[src/pkg/mfe_defines.svh]
// Contract
// - Divide-by-six counter drives its own output pin.
// - Chip reset clears divide-by-two and divide-by-six.
// - Five shared count inputs set frame length.
// - Parity select high gives odd, low even.
// - Start on enable at shift-clock fall, when free.
// - Word cycle lasts K plus four periods.
// - First rise samples sync type: command or data.
// - Data request high for exactly K periods.
// - Serial data sampled on shift-clock rising edges.
// - One parity bit period follows the data.
// - Held enable sends words back to back.
// - Inhibit low forces both line outputs high only.
// - Both line outputs active low, positive and negative.
// - Reset pulse plus clock edge aborts and readies.
// - Three sync, 2 to 28 data, one parity.
// - Count value equals frame length minus one.
`ifndef MFE_DEFINES_SVH
`define MFE_DEFINES_SVH

// ------------------------------------------------------------
// Divider, frame and sync constants
// ------------------------------------------------------------
`define MFE_DIV6_LAST      3'h2
`define MFE_DIV6_ZERO      3'h0
`define MFE_FLEN_MIN       5'h05
`define MFE_PERIOD_ZERO    5'h00
`define MFE_PERIOD_ONE     5'h01
`define MFE_REQ_FIRST      5'h02
`define MFE_LINE_DATA_1ST  5'h03
`define MFE_REQ_TAIL       5'h02
`define MFE_SYNC_POS_HALF  3'h3

`endif

[src/pkg/mfe_pkg.sv]
// ------------------------------------------------------------
// Types shared by the encoder
// ------------------------------------------------------------
package mfe_pkg;

    typedef enum logic {
        MFE_ST_IDLE,
        MFE_ST_WORD
    } mfe_state_t;

endpackage : mfe_pkg

[src/design/mfe_encoder.sv]
`timescale 1ns/1ps
`default_nettype none
`include "mfe_defines.svh"

module mfe_encoder
    import mfe_pkg::*;
(
    input  wire logic       sys_clk,
    input  wire logic       reset,
    input  wire logic       master_rst,
    input  wire logic       enc_clk_in,
    output logic            div6_out,
    input  wire logic       send_clk_in,
    output logic            tx_bit_strobe_abbrev,
    input  wire logic       tx_enable,
    input  wire logic       sync_cmd_sel,
    input  wire logic       parity_odd_sel,
    input  wire logic       tx_payload_in_abbrev,
    output logic            send_data,
    input  wire logic       out_inhibit_n,
    input  wire logic       frame_len_bit0,
    input  wire logic       frame_len_bit1,
    input  wire logic       frame_len_bit2,
    input  wire logic       frame_len_bit3,
    input  wire logic       frame_len_bit4,
    output logic            line_pos_n,
    output logic            line_neg_n
);

    // ------------------------------------------------------------
    // Declarations
    // ------------------------------------------------------------
    logic       enc_clk_q_r;
    logic [2:0] div6_cnt_r;
    logic       div6_r;
    logic       send_clk_q_r;
    logic       shift_clk_r;
    mfe_state_t state_r;
    logic [4:0] period_r;
    logic [4:0] flen_r;
    logic [4:0] line_per_r;
    logic       line_on_r;
    logic       line_bit_r;
    logic       sync_cmd_r;
    logic       data_r;
    logic       par_acc_r;
    logic       pos_n_r;
    logic       neg_n_r;

    wire        enc_rise;
    wire        send_rise;
    wire        shift_fall;
    wire        shift_rise;
    wire [4:0]  flen_raw;
    wire [4:0]  flen_in;
    wire        last_period;
    wire        start_word;
    wire        in_sync;
    wire [2:0]  sync_half;
    wire        sync_pos;
    wire        data_pos;
    wire        cell_pos;
    wire        pos_nxt;
    wire        neg_nxt;
    wire        in_req;

    // ------------------------------------------------------------
    // Edge detection on the clock-like pins
    // ------------------------------------------------------------
    // Pins are synchronous to sys_clk, so a single stage suffices
    assign enc_rise  = enc_clk_in & ~enc_clk_q_r;
    assign send_rise = send_clk_in & ~send_clk_q_r;
    // Half-bit edges split into shift-clock falls and rises
    assign shift_fall = send_rise & shift_clk_r;
    assign shift_rise = send_rise & ~shift_clk_r;

    always_ff @(posedge sys_clk or posedge reset)
    begin
        if (reset)
        begin
            enc_clk_q_r  <= 1'b0;
            send_clk_q_r <= 1'b0;
        end
        else
        begin
            enc_clk_q_r  <= enc_clk_in;
            send_clk_q_r <= send_clk_in;
        end
    end

    // ------------------------------------------------------------
    // Divide-by-six on the encoder clock
    // ------------------------------------------------------------
    // Toggles every third rise, giving a square wave at one sixth
    always_ff @(posedge sys_clk or posedge reset)
    begin
        if (reset)
        begin
            div6_cnt_r <= `MFE_DIV6_ZERO;
            div6_r     <= 1'b0;
        end
        else if (master_rst)
        begin
            div6_cnt_r <= `MFE_DIV6_ZERO;
            div6_r     <= 1'b0;
        end
        else if (enc_rise)
        begin
            if (div6_cnt_r == `MFE_DIV6_LAST)
            begin
                div6_cnt_r <= `MFE_DIV6_ZERO;
                div6_r     <= ~div6_r;
            end
            else
            begin
                div6_cnt_r <= div6_cnt_r + 3'h1;
            end
        end
    end

    assign div6_out = div6_r;

    // ------------------------------------------------------------
    // Shift clock: bit-pair clock divided by two
    // ------------------------------------------------------------
    always_ff @(posedge sys_clk or posedge reset)
    begin
        if (reset)
            shift_clk_r <= 1'b0;
        else if (master_rst)
            shift_clk_r <= 1'b0;
        else if (send_rise)
            shift_clk_r <= ~shift_clk_r;
    end

    assign tx_bit_strobe_abbrev = shift_clk_r;

    // ------------------------------------------------------------
    // Frame length and word sequencing
    // ------------------------------------------------------------
    // Values below five are undefined lengths; clamp to shortest frame
    assign flen_raw    = {frame_len_bit4, frame_len_bit3, frame_len_bit2,
                          frame_len_bit1, frame_len_bit0};
    assign flen_in     = (flen_raw < `MFE_FLEN_MIN) ? `MFE_FLEN_MIN
                                                    : flen_raw;
    // Periods 0..N make N+1 = K+4 periods per word
    assign last_period = (period_r == flen_r);
    assign start_word  = tx_enable &
                         ((state_r == MFE_ST_IDLE) || last_period);

    always_ff @(posedge sys_clk or posedge reset)
    begin
        if (reset)
        begin
            state_r  <= MFE_ST_IDLE;
            period_r <= `MFE_PERIOD_ZERO;
            flen_r   <= `MFE_FLEN_MIN;
        end
        else if (master_rst)
        begin
            state_r  <= MFE_ST_IDLE;
            period_r <= `MFE_PERIOD_ZERO;
        end
        else if (shift_fall)
        begin
            case (state_r)
                MFE_ST_IDLE:
                begin
                    if (start_word)
                    begin
                        state_r  <= MFE_ST_WORD;
                        period_r <= `MFE_PERIOD_ZERO;
                        flen_r   <= flen_in;
                    end
                end
                MFE_ST_WORD:
                begin
                    if (start_word)
                    begin
                        period_r <= `MFE_PERIOD_ZERO;
                        flen_r   <= flen_in;
                    end
                    else if (last_period)
                        state_r  <= MFE_ST_IDLE;
                    else
                        period_r <= period_r + `MFE_PERIOD_ONE;
                end
                default:
                    state_r <= MFE_ST_IDLE;
            endcase
        end
    end

    // ------------------------------------------------------------
    // Data request window: periods 2 .. N-2, exactly K periods
    // ------------------------------------------------------------
    assign in_req    = (state_r == MFE_ST_WORD) &&
                       (period_r >= `MFE_REQ_FIRST) &&
                       (period_r <= flen_r - `MFE_REQ_TAIL);
    assign send_data = in_req;

    // ------------------------------------------------------------
    // Rising-edge work: sync type, data sample, line bit
    // ------------------------------------------------------------
    // Line periods start at shift-clock rises, half a period after
    // the word period, so each bit is known before it is sent
    always_ff @(posedge sys_clk or posedge reset)
    begin
        if (reset)
        begin
            line_on_r  <= 1'b0;
            line_per_r <= `MFE_PERIOD_ZERO;
            line_bit_r <= 1'b0;
            sync_cmd_r <= 1'b0;
            data_r     <= 1'b0;
            par_acc_r  <= 1'b0;
        end
        else if (master_rst)
        begin
            line_on_r  <= 1'b0;
            par_acc_r  <= 1'b0;
        end
        else if (shift_rise)
        begin
            line_on_r  <= (state_r == MFE_ST_WORD);
            line_per_r <= period_r;
            if (period_r == `MFE_PERIOD_ZERO)
            begin
                sync_cmd_r <= sync_cmd_sel;
                par_acc_r  <= 1'b0;
            end
            if (in_req)
            begin
                data_r    <= tx_payload_in_abbrev;
                par_acc_r <= par_acc_r ^ tx_payload_in_abbrev;
            end
            if (last_period)
                line_bit_r <= par_acc_r ^ parity_odd_sel;
            else
                line_bit_r <= data_r;
        end
    end

    // ------------------------------------------------------------
    // Manchester cell and line outputs
    // ------------------------------------------------------------
    // First half cell while the shift clock is high
    assign in_sync   = (line_per_r < `MFE_LINE_DATA_1ST);
    assign sync_half = {line_per_r[1:0], ~shift_clk_r};
    assign sync_pos  = sync_cmd_r ? (sync_half < `MFE_SYNC_POS_HALF)
                                  : (sync_half >= `MFE_SYNC_POS_HALF);
    assign data_pos  = line_bit_r ? shift_clk_r : ~shift_clk_r;
    assign cell_pos  = in_sync ? sync_pos : data_pos;
    // Inhibit gates only the pins, sequencing runs on untouched
    assign pos_nxt   = ~(line_on_r & out_inhibit_n & cell_pos);
    assign neg_nxt   = ~(line_on_r & out_inhibit_n & ~cell_pos);

    always_ff @(posedge sys_clk or posedge reset)
    begin
        if (reset)
        begin
            pos_n_r <= 1'b1;
            neg_n_r <= 1'b1;
        end
        else
        begin
            pos_n_r <= pos_nxt;
            neg_n_r <= neg_nxt;
        end
    end

    assign line_pos_n = pos_n_r;
    assign line_neg_n = neg_n_r;

endmodule : mfe_encoder

`default_nettype wire

[config.mk]
export PLATFORM = sky130hd
export DESIGN_NAME = mfe_encoder
export DESIGN_NICKNAME = d
export VERILOG_FILES = /design/src/pkg/mfe_pkg.sv /design/src/design/mfe_encoder.sv
export VERILOG_INCLUDE_DIRS = /design/src /design/src/pkg
export SDC_FILE = /design/constraint.sdc
export NUM_CORES = 1
export LEC_CHECK = 0
export CAP_MARGIN = 25
export CORE_MARGIN = 2
export CORE_UTILIZATION = 45
export CTS_CLUSTER_DIAMETER = 120
export DETAILED_ROUTE_END_ITERATION = 7
export DONT_BUFFER_PORTS = 1
export HOLD_SLACK_MARGIN = 0.05
export PLACE_DENSITY_LB_ADDON = 0.25
export SETUP_SLACK_MARGIN = 0.1
export SYNTH_ARGS = -nofsm -noshare
export SYNTH_HDL_FRONTEND = slang
export SYNTH_SLANG_ARGS = --single-unit
[constraint.sdc]
create_clock -name sys_clk -period 4.25 [get_ports sys_clk]
set_clock_uncertainty 0.15 [all_clocks]
set_input_delay 0.425 -clock sys_clk [delete_from_list [all_inputs] [get_ports sys_clk]]
set_output_delay 0.425 -clock sys_clk [all_outputs]
set_load 0.005 [all_outputs]
==> impl_summary.log <==
INFO  metric die_x = 65.9 um
INFO  metric ys_ff_latch = 30
INFO  metric synth.top_cell.area_share = 37.7%
INFO  metric final_cell_count_no_fill = 225
INFO  metric synth_top_flop_cell = sky130_fd_sc_hd__dfrtp_1
INFO  metric max_slew.worst_pin.slew = 0.502 ns
INFO  metric synthesis.area_per_instance = 10.4 um2
INFO  metric floorplan.initialDensity = 47.1%
INFO  metric rows = 22
INFO  metric grt-ovfl-total = 0
INFO  metric grt_antenna_before_repair = 0
INFO  metric synth.top_cells.by_count = 26 x sky130_fd_sc_hd__dfrtp_1, 15 x sky130_fd_sc_hd__inv_1, 12 x sky130_fd_sc_hd__a21oi_1, 12 x sky130_fd_sc_hd__nand2_1
INFO  metric global_route_wire_length_before_repair = 5.61 mm
INFO  metric path_common_cell = sky130_fd_sc_hd__ha_1
INFO  metric crit_path_required_time = 3.67 ns
INFO  metric maxSlewHeadroom = 66.5%
INFO  metric hold_crit_endpoint = line_pos_n
INFO  metric min-delay-start = out_inhibit_n
INFO  metric maximum_number_of_pins_on_one_net_before_global_route_repair = 21
INFO  metric critical-path-top-delay-family = flip-flops
INFO  metric regToRegEndpoint = data_r
INFO  metric fin_nets = 200
INFO  metric tns = 0 ns
INFO  metric critical_path.startpoint = flen_r[2]
INFO  metric clock_sink_count = 30
INFO  metric hold_viol = 0
INFO  metric slowest_stage = sky130_fd_sc_hd__dfstp_2
INFO  metric clk_root_buffer_cell = sky130_fd_sc_hd__clkbuf_8
INFO  metric drive_gt1_share = 18.6%
INFO  metric areaGrowthSynthToFinish = 13.4%
INFO  metric antenna-diode-count = 0
INFO  metric design.core.area = 3660 um2
INFO  metric asyncSetResetFlopFracSynth = 100%
INFO  metric synth_edf_count = 0
INFO  metric n_fill_cell = 321
INFO  metric netlist_instances = 166
INFO  metric cts_setup_buffers = 0
INFO  metric via_count = 1238
INFO  metric worst-setup-path-type = flop to output port
INFO  metric ys_types = 42
INFO  metric reg2reg_from = flen_r[2]
INFO  metric max_stage_delay = 0.55 ns
INFO  metric tritoncts_buffers = 5
INFO  metric unrepaired_setup_endpoints_after_global_routing = false
INFO  metric design.die.area = 4350 um2
INFO  metric number_of_nets_produced_by_synthesis = 190
INFO  metric detail-route-antenna-nets = 0
INFO  metric ys_seq_area_share = 43.8%
INFO  metric grt_pass1_vias = 1250
INFO  metric netlist_area = 1730 um2
INFO  metric vdd_ir_drop_max = 180 uV
INFO  metric port_buffers = 0
INFO  metric drt_drc_violations_left = 0
INFO  metric crit_path_end_kind = output port
INFO  metric report.final.slew_viol_count = 0
INFO  metric pwr_density_cell = 355 nW/um2
INFO  metric cts_max_path_buffers = 2
INFO  metric drt-pass1-iter-count = 4
INFO  metric p_leak = 0.900 nW
INFO  metric clock.fmax = 0.353 GHz
INFO  metric worst-path-buf-inv = 1
INFO  metric cts_max_level = 2
INFO  metric cts_hold_buffers = 5
INFO  metric die_height = 65.9 um
INFO  metric setup_viol = 0
INFO  metric hp_class = input pin to flop
INFO  metric cp.arrival = 2.26 ns
INFO  metric detailedPlace.worstSlack = 1.57 ns
INFO  metric regToRegSetupSlack = 1.58 ns
INFO  metric post-dp-hpwl = 2.53 mm
INFO  metric whs = 0.0597 ns
INFO  metric layout.cell_area.non_filler = 1960 um2
INFO  metric post_drt_wl_per_cell = 15.0 um
INFO  metric path_cells = inv_1 > ha_1 > xnor2_1 > ha_1 > nand4_1 > or2_1 > a221oi_2
INFO  metric post-synth-top-count-cell = sky130_fd_sc_hd__dfrtp_1
INFO  metric dpl_cell_area = 1790 um2
INFO  metric synth.largest_area_cell = sky130_fd_sc_hd__dfrtp_1
INFO  metric outcome = complete, no violations
INFO  metric cp_max_fo = 3
INFO  metric start_kind = flop
INFO  metric first_iter_violations = 39
INFO  metric wirelength = 3.36 mm
INFO  metric layout_setup_ws = 1.42 ns
INFO  metric grt_usage = 17.5%
INFO  metric r2r_cells = 9
INFO  metric drv_cap = 0
INFO  metric ys_warn_count = 0
INFO  metric clock_insertion_delay_worst_skew = 0.28 ns
INFO  metric period_share = 66.6%
INFO  metric gp_congestion = 0.774
INFO  metric synth_area_leaders = sky130_fd_sc_hd__dfrtp_1 38%, sky130_fd_sc_hd__ha_1 6.5%, sky130_fd_sc_hd__dfstp_2 6.1%
INFO  metric place_inst = 212
INFO  metric ios = 20
INFO  metric final_period_minus_worst_setup_slack = 2.83 ns
INFO  metric clock_transition_time_at_the_flip_flop_clock_pins_of_the_worst_setup_and_hold_paths = 0.06 ns
INFO  metric tritoncts = yes
INFO  metric number_of_gates_given_a_new_drive_strength_after_cts = 0
INFO  metric whs_path_depth = 1
INFO  metric viasPerCell = 5.50
==> worst register-to-register path: stages, from the launching register on <==
cell                       delay, ns
sky130_fd_sc_hd__dfstp_2        0.55
sky130_fd_sc_hd__inv_1          0.07
sky130_fd_sc_hd__ha_1           0.20
sky130_fd_sc_hd__xnor2_1        0.14
sky130_fd_sc_hd__ha_1           0.30
sky130_fd_sc_hd__nand4_1        0.11
sky130_fd_sc_hd__or2_1          0.23
sky130_fd_sc_hd__a221oi_2       0.40
sky130_fd_sc_hd__nand2_1        0.13
sky130_fd_sc_hd__mux2_4         0.30
==> worst max path at each step <==
stage / end / cells after the start
6_report: send_data / 7
5_1_grt: send_data / 7
4_1_cts: send_data / 7
3_5_place_dp: data_r / 9
3_3_place_gp: data_r / 9
2_1_floorplan: data_r / 9
==> area by class of cell <==
class                   instances  area, um2  area share (%)
repair buffers                  6       77.6            3.96
clock inverters                 1       30.0            1.53
clock buffers                   7       86.3            4.41
flip-flops and latches         30        756            38.6
multi-input cells             118        891            45.5
well taps                      48       60.1            3.07
inverters                      15       56.3            2.88
==> cells by family (layout without fill, tap and decap cells) <==
| group | count (synthesis) | after routing | share of synthesized area (%) |
|---|---|---|---|
| AND/OR/NAND/NOR | 55 | 55 | 18.9 |
| flip-flops | 30 | 30 | 43.8 |
| AO/OA/AOI/OAI | 28 | 28 | 10.4 |
| buffers and inverters | 18 | 29 | 4.57 |
| multiplexers | 16 | 16 | 10.7 |
| XOR/XNOR | 10 | 10 | 5.08 |
| adder cells (fa/ha/maj) | 9 | 9 | 6.53 |
==> per-stage QoR <==
stage / utilization [%] / total power [mW]
after floorplan: - / 0.384
after global placement: 48.2 / 0.393
after detailed placement: 48.9 / 0.403
after CTS: 53.5 / 0.705
after global routing: 53.5 / 0.732
final: 53.5 / 0.695
==> power by group <==
group / total [mW] / internal [mW] / switching, mW
clock network: 0.293 / 0.191 / 0.102
registers: 0.317 / 0.302 / 0.0158
logic: 0.0847 / 0.0425 / 0.0422
total: 0.695 / 0.535 / 0.160
==> layer usage <==
metal	part of all wire (%)	wire [um]	global-route usage (%)	vias up
li1	-	-	-	602
met1	43	1460	20.0	600
met2	49	1660	28.4	28
met3	5.5	184	5.79	8
met4	1.9	64	10.2	0
met5	0	0	0	-
==> sequential cells by signal, indices dropped and copies added (netlist names) <==
name / count
div6_out: 1
data_r: 1
state_r: 1
line_neg_n: 1
par_acc_r: 1
flen_r: 5
line_per_r: 5
div6_cnt_r: 3
tx_bit_strobe_abbrev: 1
enc_clk_q_r: 1
line_pos_n: 1
line_on_r: 1
period_r: 5
line_bit_r: 1
sync_cmd_r: 1
send_clk_q_r: 1
==> placed cells by master, fill, tap and decap left out, types with 2 or more instances in the layout <==
master and instances:
sky130_fd_sc_hd__a21boi_0 2, sky130_fd_sc_hd__a21oi_1 12, sky130_fd_sc_hd__clkbuf_8 6, sky130_fd_sc_hd__dfrtp_1 26
sky130_fd_sc_hd__dfstp_2 4, sky130_fd_sc_hd__dlygate4sd3_1 5, sky130_fd_sc_hd__ha_1 9, sky130_fd_sc_hd__inv_1 15
sky130_fd_sc_hd__mux2_2 8, sky130_fd_sc_hd__mux2_4 3, sky130_fd_sc_hd__mux2i_1 5, sky130_fd_sc_hd__nand2_1 12
sky130_fd_sc_hd__nand2b_1 4, sky130_fd_sc_hd__nand3_1 7, sky130_fd_sc_hd__nand3b_1 2, sky130_fd_sc_hd__nand4_1 2
sky130_fd_sc_hd__nor2_1 9, sky130_fd_sc_hd__nor2b_1 3, sky130_fd_sc_hd__nor3_1 3, sky130_fd_sc_hd__nor3_2 2
sky130_fd_sc_hd__nor3b_1 2, sky130_fd_sc_hd__o21ai_0 4, sky130_fd_sc_hd__o221ai_1 2, sky130_fd_sc_hd__o22ai_1 2
sky130_fd_sc_hd__xnor2_1 7, sky130_fd_sc_hd__xor2_1 3
Power figures use the tool's default switching activity.
